--- src/include/clk_bank_consts.vh ---
// Constants for the clock bank divider, freeze and sync block.
// Assumes inclusion by bare name from design files on a single clk domain.
`ifndef CLK_BANK_CONSTS_VH
`define CLK_BANK_CONSTS_VH
`define FRZ_BITS        12
`define FRZ_CNT_W       4
`define FRZ_RESET       12'h0fff
`define FRZ_A_LSB       0
`define FRZ_B_LSB       4
`define FRZ_C_LSB       8
`define FRZ_SYNC_BIT    11
`define DIV_W           5
`define HALF_RATIO      5'h02
// Common phase counter: 240 cycles, a multiple of every ratio
`define ALIGN_LOAD      8'hee
`define ALIGN_WRAP      8'hef
`endif

--- src/hw/half_div.v ---
// Divide-by-N clock generator on the VCO clock, N even, taken at a period boundary.
// Assumes ratio is even and at least two; ratio loads at a period boundary.
`timescale 1ns/1ps
`include "clk_bank_consts.vh"
module half_div (
    input  wire              clk,
    input  wire              rst_n,
    input  wire [`DIV_W-1:0] ratio,
    output reg               q_r,
    output wire              rise_next,
    output wire              fall_next
);
    reg [`DIV_W-1:0] cnt_r;
    reg [`DIV_W-1:0] ratio_r;
    wire [`DIV_W-1:0] half = {1'b0, ratio_r[`DIV_W-1:1]};

    assign rise_next = (cnt_r == ratio_r - 5'h01);
    assign fall_next = (cnt_r == half - 5'h01);

    always @(posedge clk) begin
        if (!rst_n) begin
            cnt_r   <= 5'h00;
            ratio_r <= `HALF_RATIO;
            q_r     <= 1'b0;
        end else if (rise_next) begin
            // New ratio only at a period boundary
            cnt_r   <= 5'h00;
            ratio_r <= ratio;
            q_r     <= 1'b1;
        end else begin
            cnt_r <= cnt_r + 5'h01;
            if (fall_next)
                q_r <= 1'b0;
        end
    end
endmodule // half_div

--- src/hw/clk_bank.v ---
// Bank dividers, sync pulse and serial freeze register of the clock buffer.
// Assumes clk is the VCO clock; select pins static relative to clk or slow.
`timescale 1ns/1ps
`include "clk_bank_consts.vh"
module clk_bank (
    input  wire        clk,
    input  wire        rst_n,
    input  wire        vco_halving_select,
    input  wire [1:0]  bank_a_divide_select,
    input  wire [1:0]  bank_b_divide_select,
    input  wire [1:0]  bank_c_divide_select,
    input  wire        bank_c_invert_control,
    input  wire        serial_clock,
    input  wire        serial_freeze_data,
    output reg  [3:0]  bank_a_outputs,
    output reg  [3:0]  bank_b_outputs,
    output reg  [3:0]  bank_c_outputs,
    output reg         sync_output,
    output wire        outputs_enable
);
    // ****************************************
    // Input synchronisers
    // ****************************************
    reg [2:0] sclk_s;
    reg [2:0] sdat_s;
    reg [2:0] vsel_s;
    reg [2:0] asel_s0, asel_s1, bsel_s0, bsel_s1, csel_s0, csel_s1, inv_s;

    always @(posedge clk) begin
        if (!rst_n) begin
            sclk_s  <= 3'h0;
            sdat_s  <= 3'h7;
            vsel_s  <= 3'h0;
            asel_s0 <= 3'h0;
            asel_s1 <= 3'h0;
            bsel_s0 <= 3'h0;
            bsel_s1 <= 3'h0;
            csel_s0 <= 3'h0;
            csel_s1 <= 3'h0;
            inv_s   <= 3'h0;
        end else begin
            sclk_s  <= {sclk_s[1:0], serial_clock};
            sdat_s  <= {sdat_s[1:0], serial_freeze_data};
            vsel_s  <= {vsel_s[1:0], vco_halving_select};
            asel_s0 <= {asel_s0[1:0], bank_a_divide_select[0]};
            asel_s1 <= {asel_s1[1:0], bank_a_divide_select[1]};
            bsel_s0 <= {bsel_s0[1:0], bank_b_divide_select[0]};
            bsel_s1 <= {bsel_s1[1:0], bank_b_divide_select[1]};
            csel_s0 <= {csel_s0[1:0], bank_c_divide_select[0]};
            csel_s1 <= {csel_s1[1:0], bank_c_divide_select[1]};
            inv_s   <= {inv_s[1:0], bank_c_invert_control};
        end
    end

    // Settled levels: change once second and third stages agree
    reg       vsel_r, inv_r;
    reg [1:0] asel_r, bsel_r, csel_r;
    always @(posedge clk) begin
        if (!rst_n) begin
            vsel_r <= 1'b0;
            inv_r  <= 1'b0;
            asel_r <= 2'h0;
            bsel_r <= 2'h0;
            csel_r <= 2'h0;
        end else begin
            if (vsel_s[2] == vsel_s[1])
                vsel_r <= vsel_s[2];
            if (inv_s[2] == inv_s[1])
                inv_r <= inv_s[2];
            if ((asel_s0[2] == asel_s0[1]) && (asel_s1[2] == asel_s1[1]))
                asel_r <= {asel_s1[2], asel_s0[2]};
            if ((bsel_s0[2] == bsel_s0[1]) && (bsel_s1[2] == bsel_s1[1]))
                bsel_r <= {bsel_s1[2], bsel_s0[2]};
            if ((csel_s0[2] == csel_s0[1]) && (csel_s1[2] == csel_s1[1]))
                csel_r <= {csel_s1[2], csel_s0[2]};
        end
    end

    // ****************************************
    // Ratio tables
    // ****************************************
    // Ratios in VCO cycles; halving low doubles them
    reg [`DIV_W-1:0] ra, rb, rc;
    always @* begin
        case (asel_r)
            2'h0:    ra = 5'h04;
            2'h1:    ra = 5'h06;
            2'h2:    ra = 5'h08;
            default: ra = 5'h0c;
        endcase
        case (bsel_r)
            2'h0:    rb = 5'h04;
            2'h1:    rb = 5'h06;
            2'h2:    rb = 5'h08;
            default: rb = 5'h0a;
        endcase
        case (csel_r)
            2'h0:    rc = 5'h02;
            2'h1:    rc = 5'h04;
            2'h2:    rc = 5'h06;
            default: rc = 5'h08;
        endcase
        if (!vsel_r) begin
            ra = {ra[`DIV_W-2:0], 1'b0};
            rb = {rb[`DIV_W-2:0], 1'b0};
            rc = {rc[`DIV_W-2:0], 1'b0};
        end
    end

    // ****************************************
    // Bank dividers
    // ****************************************
    // Common phase counter: every ratio divides its length, so all
    // banks share a rising edge at its wrap; new ratios load only there
    reg [7:0]        align_r;
    reg [`DIV_W-1:0] ra_cur_r, rb_cur_r, rc_cur_r;
    reg [`DIV_W-1:0] ra_use_r, rc_use_r;
    always @(posedge clk) begin
        if (!rst_n) begin
            align_r  <= `ALIGN_LOAD;
            ra_cur_r <= `HALF_RATIO;
            rb_cur_r <= `HALF_RATIO;
            rc_cur_r <= `HALF_RATIO;
        end else begin
            align_r <= (align_r == `ALIGN_WRAP) ? 8'h00 : align_r + 8'h01;
            if (align_r == `ALIGN_LOAD) begin
                ra_cur_r <= ra;
                rb_cur_r <= rb;
                rc_cur_r <= rc;
            end
        end
    end

    wire qa, qb, qc, a_rise, c_rise;
    half_div u_div_a (
        .clk       (clk),
        .rst_n     (rst_n),
        .ratio     (ra_cur_r),
        .q_r       (qa),
        .rise_next (a_rise),
        .fall_next ()
    );
    half_div u_div_b (
        .clk       (clk),
        .rst_n     (rst_n),
        .ratio     (rb_cur_r),
        .q_r       (qb),
        .rise_next (),
        .fall_next ()
    );
    half_div u_div_c (
        .clk       (clk),
        .rst_n     (rst_n),
        .ratio     (rc_cur_r),
        .q_r       (qc),
        .rise_next (c_rise),
        .fall_next ()
    );

    // Ratio dividers A and C are running, for the sync predictor
    always @(posedge clk) begin
        if (!rst_n) begin
            ra_use_r <= `HALF_RATIO;
            rc_use_r <= `HALF_RATIO;
        end else begin
            if (a_rise)
                ra_use_r <= ra_cur_r;
            if (c_rise)
                rc_use_r <= rc_cur_r;
        end
    end

    // ****************************************
    // Sync pulse
    // ****************************************
    // Phase counters of banks A and C predict coincident rising edges
    reg [7:0] ph_a_r, ph_c_r;
    wire [`DIV_W-1:0] fast = (ra_use_r < rc_use_r) ? ra_use_r : rc_use_r;
    wire [7:0] ra8 = {3'h0, ra_use_r};
    wire [7:0] rc8 = {3'h0, rc_use_r};
    wire [7:0] f8  = {3'h0, fast};
    // Cycles until next rising edge of banks A and C
    wire [7:0] to_a = ra8 - ph_a_r;
    wire [7:0] to_c = rc8 - ph_c_r;
    reg  [7:0] lcm_left;
    reg  [7:0] sync_cnt_r;
    reg        sync_low_r;

    always @(posedge clk) begin
        if (!rst_n) begin
            ph_a_r <= 8'h00;
            ph_c_r <= 8'h00;
        end else begin
            ph_a_r <= a_rise ? 8'h00 : ph_a_r + 8'h01;
            ph_c_r <= c_rise ? 8'h00 : ph_c_r + 8'h01;
        end
    end

    // Time to next coincidence found by stepping the earlier edge
    integer k;
    reg [7:0] ta, tc;
    always @* begin
        ta = to_a;
        tc = to_c;
        for (k = 0; k < 16; k = k + 1) begin
            if (ta < tc)
                ta = ta + ra8;
            else if (tc < ta)
                tc = tc + rc8;
        end
        lcm_left = ta;
    end

    // Equal ratios: every edge coincides, so mark every other one
    wire same_ratio = (ra_use_r == rc_use_r);
    wire sync_arm   = same_ratio ? (lcm_left == 8'h01) : (lcm_left == f8 + 8'h01);

    always @(posedge clk) begin
        if (!rst_n) begin
            sync_low_r <= 1'b0;
            sync_cnt_r <= 8'h00;
        end else if (sync_low_r) begin
            sync_cnt_r <= sync_cnt_r - 8'h01;
            if (sync_cnt_r == 8'h01)
                sync_low_r <= 1'b0;
        end else if (sync_arm) begin
            sync_low_r <= 1'b1;
            sync_cnt_r <= f8;
        end
    end

    // ****************************************
    // Serial freeze register
    // ****************************************
    localparam S_IDLE = 2'b01;
    localparam S_SHIFT = 2'b10;
    reg [1:0]            st_r;
    reg [`FRZ_BITS-1:0]  sh_r;
    reg [`FRZ_BITS-1:0]  frz_r;
    reg [`FRZ_CNT_W-1:0] bit_r;
    reg                  sclk_lvl_r;
    wire sclk_rise = (sclk_s[2] == sclk_s[1]) && sclk_s[2] && !sclk_lvl_r;

    always @(posedge clk) begin
        if (!rst_n) begin
            st_r       <= S_IDLE;
            sh_r       <= `FRZ_RESET;
            frz_r      <= `FRZ_RESET;
            bit_r      <= 4'h0;
            sclk_lvl_r <= 1'b0;
        end else begin
            if (sclk_s[2] == sclk_s[1])
                sclk_lvl_r <= sclk_s[2];
            if (sclk_rise) begin
                case (st_r)
                    S_IDLE: begin
                        if (!sdat_s[2]) begin
                            st_r  <= S_SHIFT;
                            bit_r <= 4'h0;
                        end
                    end
                    S_SHIFT: begin
                        // Bit 0 arrives first, shifts down to lsb
                        sh_r  <= {sdat_s[2], sh_r[`FRZ_BITS-1:1]};
                        bit_r <= bit_r + 4'h1;
                        if (bit_r == 4'hb) begin
                            frz_r <= {sdat_s[2], sh_r[`FRZ_BITS-1:1]};
                            st_r  <= S_IDLE;
                        end
                    end
                    default: st_r <= S_IDLE;
                endcase
            end
        end
    end

    // ****************************************
    // Output gating
    // ****************************************
    // Enables update only while their output is low: no runt pulses
    reg [3:0] en_a_r, en_b_r;
    reg [2:0] en_c_r;
    reg       en_s_r;
    reg       inv_q;
    always @(posedge clk) begin
        if (!rst_n) begin
            en_a_r <= 4'hf;
            en_b_r <= 4'hf;
            en_c_r <= 3'h7;
            en_s_r <= 1'b1;
        end else begin
            if (!qa)
                en_a_r <= frz_r[`FRZ_A_LSB+3:`FRZ_A_LSB];
            if (!qb)
                en_b_r <= frz_r[`FRZ_B_LSB+3:`FRZ_B_LSB];
            if (!qc)
                en_c_r[0] <= frz_r[`FRZ_C_LSB];
            // Outputs 2 and 3 are low when bank C equals the invert state
            if (qc == inv_q)
                en_c_r[2:1] <= frz_r[`FRZ_C_LSB+2:`FRZ_C_LSB+1];
            // Sync output is low inside its pulse, so change only there
            if (sync_low_r)
                en_s_r <= frz_r[`FRZ_SYNC_BIT];
        end
    end

    always @(posedge clk) begin
        if (!rst_n) begin
            bank_a_outputs <= 4'h0;
            bank_b_outputs <= 4'h0;
            bank_c_outputs <= 4'h0;
            sync_output    <= 1'b0;
            inv_q          <= 1'b0;
        end else begin
            // Inversion follows only while bank C is low
            if (!qc)
                inv_q <= inv_r;
            bank_a_outputs <= {4{qa}} & en_a_r;
            bank_b_outputs <= {4{qb}} & en_b_r;
            bank_c_outputs[0] <= qc;
            bank_c_outputs[1] <= qc & en_c_r[0];
            bank_c_outputs[2] <= (qc ^ inv_q) & en_c_r[1];
            bank_c_outputs[3] <= (qc ^ inv_q) & en_c_r[2];
            sync_output    <= en_s_r ? !sync_low_r : 1'b0;
        end
    end

    assign outputs_enable = rst_n;
endmodule // clk_bank

--- config.mk ---
export PLATFORM = sky130hd
export DESIGN_NAME = clk_bank
export DESIGN_NICKNAME = d
export VERILOG_FILES = /design/src/hw/half_div.v /design/src/hw/clk_bank.v
export VERILOG_INCLUDE_DIRS = /design/src /design/src/include
export SDC_FILE = /design/constraint.sdc
export NUM_CORES = 1
export LEC_CHECK = 0
export ABC_CLOCK_PERIOD_IN_PS = 98600
export BUFFER_PORTS_ARGS = -buffer_cell sky130_fd_sc_hd__buf_4
export CAP_MARGIN = 20
export CORE_UTILIZATION = 60
export CTS_BUF_LIST = sky130_fd_sc_hd__clkbuf_4 sky130_fd_sc_hd__clkbuf_8
export DETAILED_ROUTE_END_ITERATION = 6
export PLACE_DENSITY = 0.86
export SLEW_MARGIN = 20
export SYNTH_ARGS = -nofsm -noshare
export SYNTH_HDL_FRONTEND = slang
export SYNTH_SLANG_ARGS = --single-unit
--- constraint.sdc ---
create_clock -name clk -period 98.6 [get_ports clk]
set_input_delay 19.72 -clock clk [delete_from_list [all_inputs] [get_ports clk]]
set_output_delay 19.72 -clock clk [all_outputs]
set_load 0.005 [all_outputs]
== Yosys cells after proc, flatten, opt, wreduce, memory -nomap -nowiden ==
Index checks and enable logic that the tools add are counted.

* Add/subtract/negate cells: 48
* Order comparisons: 32
* Equal/unequal tests: 33
* Muxes and demuxes: 71
* Bitwise operators: 7
* Reduce and logical (&&, ||, !) cells: 24

{| class="wikitable"
|+ Operators by type and width
! operator !! count
|-
| two-way mux 8 bit || 49
|-
| adder 8 x 5 -> 8 bit || 31
|-
| less-than comparator 8 bit || 31
|-
| case mux 4 bit (3 select lines) || 3
|-
| == test 5 bit || 7
|-
| adder 8 x 1 -> 8 bit, second input constant || 3
|-
| two-way mux 5 bit || 4
|-
| == test 8 x 1 -> 1 bit, second input constant || 2
|-
| == test 8 bit, second input constant || 2
|-
| subtractor 5 x 8 -> 8 bit || 2
|-
| adder 5 x 1 -> 5 bit, second input constant || 3
|-
| subtractor 4 x 1 -> 5 bit, second input constant || 3
|-
| subtractor 5 x 1 -> 5 bit, second input constant || 3
|-
| == test 1 bit || 10
|-
| two-way mux 1 bit || 10
|-
| nonzero test 2 bit || 5
|-
| AND reduction 3 bit || 3
|-
| bitwise AND 4 bit || 2
|-
| == test 2 x 1 -> 1 bit, second input constant || 4
|-
| == test 2 bit, second input constant || 4
|-
| == test 8 x 6 -> 1 bit || 1
|-
| case mux 4 bit (2 select lines) || 1
|-
| OR reduction 2 bit || 4
|-
| subtractor 8 x 1 -> 8 bit, second input constant || 1
|-
| other kinds (15) || 27
|}

* Register bits: 176
* Input port bits: 12
* Output and inout port bits: 14
* Word-level logic and storage cells: 263

== Depth between registers and ports, before layout ==
* Word-level depth: 52
* Depth in mapped cells: 184
* Gate-level depth less buffers: 179

== By module ==
Synthesis repeated with hierarchy kept, for this count alone.

* Cell total of the unflattened synthesis: 2400
* Area, all modules: 19841.5 um^2

{| class="wikitable"
|+ Modules (own cells, without submodules)
! module !! times used !! cells each !! area an instance (um^2) !! sequential area each (um^2)
|-
| clk_bank || 1 || 2175 || 17646.9 || 2942.8
|-
| half_div at u_div_a ... || 2 || 75 || 729.4 || 220.2
|-
| half_div at u_div_c || 1 || 75 || 735.7 || 220.2
|}

== Worst setup path before layout ==
No wires, ideal clock.

* Path kind: input -> output
* Start: input port rst_n
* End: output port outputs_enable
* Arrival time: 19.831 ns
* Required time: 78.880 ns
* Path slack: 59.049 ns
* Stages on the path: 1
* Buffers on the path: 1
* Cell sequence: buf_4

{| class="wikitable"
|+ RTL lines
! element !! RTL line !! RTL
|-
| from (decl) || clk_bank.v:7 || <nowiki>input wire rst_n,</nowiki>
|-
| to (decl) || clk_bank.v:19 || <nowiki>output wire outputs_enable</nowiki>
|}

No word-level cell between the ends.

==> reports/results.txt <==
num ports -> 26
Critical Path End Type -> flip-flop
post-synthesis sequential area ratio -> 17.6%
unrepaired setup endpoints after global routing -> no
outcome -> completed
Avg Inst Size Synth -> 8.08 um2
GPL Wtd Cong -> 0.908
Clk pin slew, worst setup/hold paths -> 100 ps
fin crit share -> 40.7%
most frequent cells in the layout -> 265 x ha_1, 200 x nand2_1, 186 x nor2_1, 171 x a21oi_1, 169 x inv_1
Clock Sinks -> 169
vias in the first global route -> 16900
H-tree Lvls -> 4
remaining antenna violation count -> 0
multi-input logic area -> 0.0150 mm2
Post-Syn Area -> 0.0192 mm2
TritonCTS Buffers -> 17
Worst Setup Path Type -> flip-flop to flip-flop
WL/cell -> 16.2 um
Clock Skew -> 16.7 ps
Final Slew Violations -> 0
worst-margin pin slew -> 983 ps
most common cell after layout, fill and taps aside -> ha_1
Root Buffer -> clkbuf_8
Port-buffer cells -> 25
slowest cell on the critical path -> dfxtp_1
DRC Markers -> 0
Netlist cell types -> 97
min Tclk post-route -> 40110 ps
Die X -> 181 um
antenna cell count -> 0
syn_nets -> 2692
max-cap violation count -> 0
Syn-to-layout area delta -> 4.99%
setup total negative slack -> 0 ps
routed vias/inst -> 6.05
Detail Placement HPWL -> 35.7 mm
number of placement rows -> 65
WL final -> 45.4 mm
Nets -> 2696
number of synthesized register bits -> 169
Async SR Flop Fraction -> 0%
critical path's most frequent cell -> nor2_1
Critical Path Max Stage Delay -> 810 ps
relative slew slack -> 33.6%
Filler cells -> 2535
register area -> 0.00338 mm2
critical path fanouts, max -> 17
GRT overflow -> 0
Top FF cell, synth -> dfxtp_1
final setup fails -> 0
share of cells above drive strength 1 -> 6.71%
clk buf depth -> 2
largest net degree at the start of global routing -> 118
Resize count post-CTS -> 0
critical path arrival -> 40480 ps
hold buffers post-CTS -> 0
first-pass GRT wire length -> 76.2 mm
Crit path required time -> 98970 ps
Core Region -> 0.0316 mm2
clock latency on the worst-skew pair -> 460 ps
worst hold path class -> flip-flop to flip-flop
Syn Inst Count -> 2382
TritonCTS clock tree -> yes
full die area -> 0.0328 mm2
DR vias -> 17000
initial drt markers -> 1023
drt pass-1 iters -> 6
gr usage total -> 27.6%
Final Hold Fails -> 0
initial cell density of the core -> 61.0%
Die H -> 181 um
post-CTS setup buffer count -> 0
critical path launch point type -> flip-flop
number of flops mapped to enable cells by yosys -> 0
initial antenna violation count -> 0
Syn. warnings -> 0
highest achievable clock rate -> 24.9 MHz
==> synthesized netlist by cell type (40+ instances only) <==
library cell,count,area [um2]
ha_1,265,3320
nand2_1,200,751
nor2_1,186,698
a21oi_1,171,856
dfxtp_1,169,3380
inv_1,169,634
xnor2_1,142,1240
nor2b_1,107,669
o21ai_0,103,515
a21o_1,90,676
nand3_1,68,340
xor2_1,65,569
mux2i_1,54,541
o21a_1,52,390
clkbuf_1,45,169
and2_1,44,275
nand4_1,40,250
==> state kept, by name, summed over array words and instances (netlist names), 5 cells and up <==
register       count
frz_r             12
ph_a_r             8
u_div_c.cnt_r      5
u_div_a.cnt_r      5
ph_c_r             8
align_r            8
sync_cnt_r         8
u_div_b.cnt_r      5
sh_r              11
==> area by class of cell <==
cell class,count,share of cell area [%]
inverter,171,3.18
sequential,169,16.8
multi-input combinational,1986,74.2
tap,402,2.49
timing repair buffer,41,1.52
clock buffer,19,1.26
clock inverter,13,0.638
==> cells by family (layout without fill, tap and decap cells) <==
kind of cell | after synthesis | after routing | share of synthesized area, %
AO/OA/AOI/OAI | 572 | 572 | 19.2
XOR/XNOR | 235 | 235 | 12.4
adder cells (fa/ha/maj) | 299 | 299 | 20.7
buffers and inverters | 227 | 244 | 4.58
flip-flops | 169 | 169 | 17.6
multiplexers | 88 | 88 | 4.95
AND/OR/NAND/NOR | 792 | 792 | 20.6
==> path summary, 6_finish.rpt <==
kind | from | to | slack [ps] | cells after the start
setup / recovery | u_div_c.ratio_r[1]$_SDFFE_PN1P_ | sync_cnt_r[4]$_SDFFE_PN0P_ | 58490 | 168
hold / removal | sdat_s[0]$_SDFF_PN1_ | sdat_s[1]$_SDFF_PN1_ | 410 | 1
setup reg to reg | u_div_c.ratio_r[1]$_SDFFE_PN1P_ | sync_cnt_r[4]$_SDFFE_PN0P_ | 58490 | 168
hold reg to reg | sdat_s[0]$_SDFF_PN1_ | sdat_s[1]$_SDFF_PN1_ | 410 | 1
==> critical path, delay by kind of cell, from the launching register on <==
| family | cells | cell delay (ps) |
|---|---|---|
| DFF | 1 | 810 |
| xor gates and xnor gates | 17 | 5010 |
| buffers and inverters | 10 | 1280 |
| AOI/OAI and AO/OA | 66 | 15930 |
| muxes | 5 | 1390 |
| and+or+nand+nor | 53 | 10090 |
| adders and majority gates | 17 | 5480 |
==> metal layers <==
metal / track usage, % / vias to the layer above / share of wire, %
li1: - / 8365 / -
met4: 10.8 / 0 / 3.2
met2: 51.8 / 453 / 51
met5: 0 / - / 0
met1: 32.0 / 8029 / 42
met3: 2.72 / 109 / 4.1
==> metrics by stage <==
step / instances / hold slack (ps) / area, um2 / setup slack, ps / utilization, %
final: 2801 / 413 / 20200 / 58490 / 64.0
after global placement: 2769 / 395 / 19800 / 58750 / 62.8
after floorplan: 2382 / 386 / 19200 / 59050 / -
after CTS: 2801 / 415 / 20200 / 58750 / 64.0
after global routing: 2801 / 438 / 20200 / 55440 / 64.0
after detailed placement: 2769 / 393 / 19800 / 58740 / 62.8
Power is not shown: default switching activity piles up to over one toggle a cycle in this logic, so the estimate is an artifact.
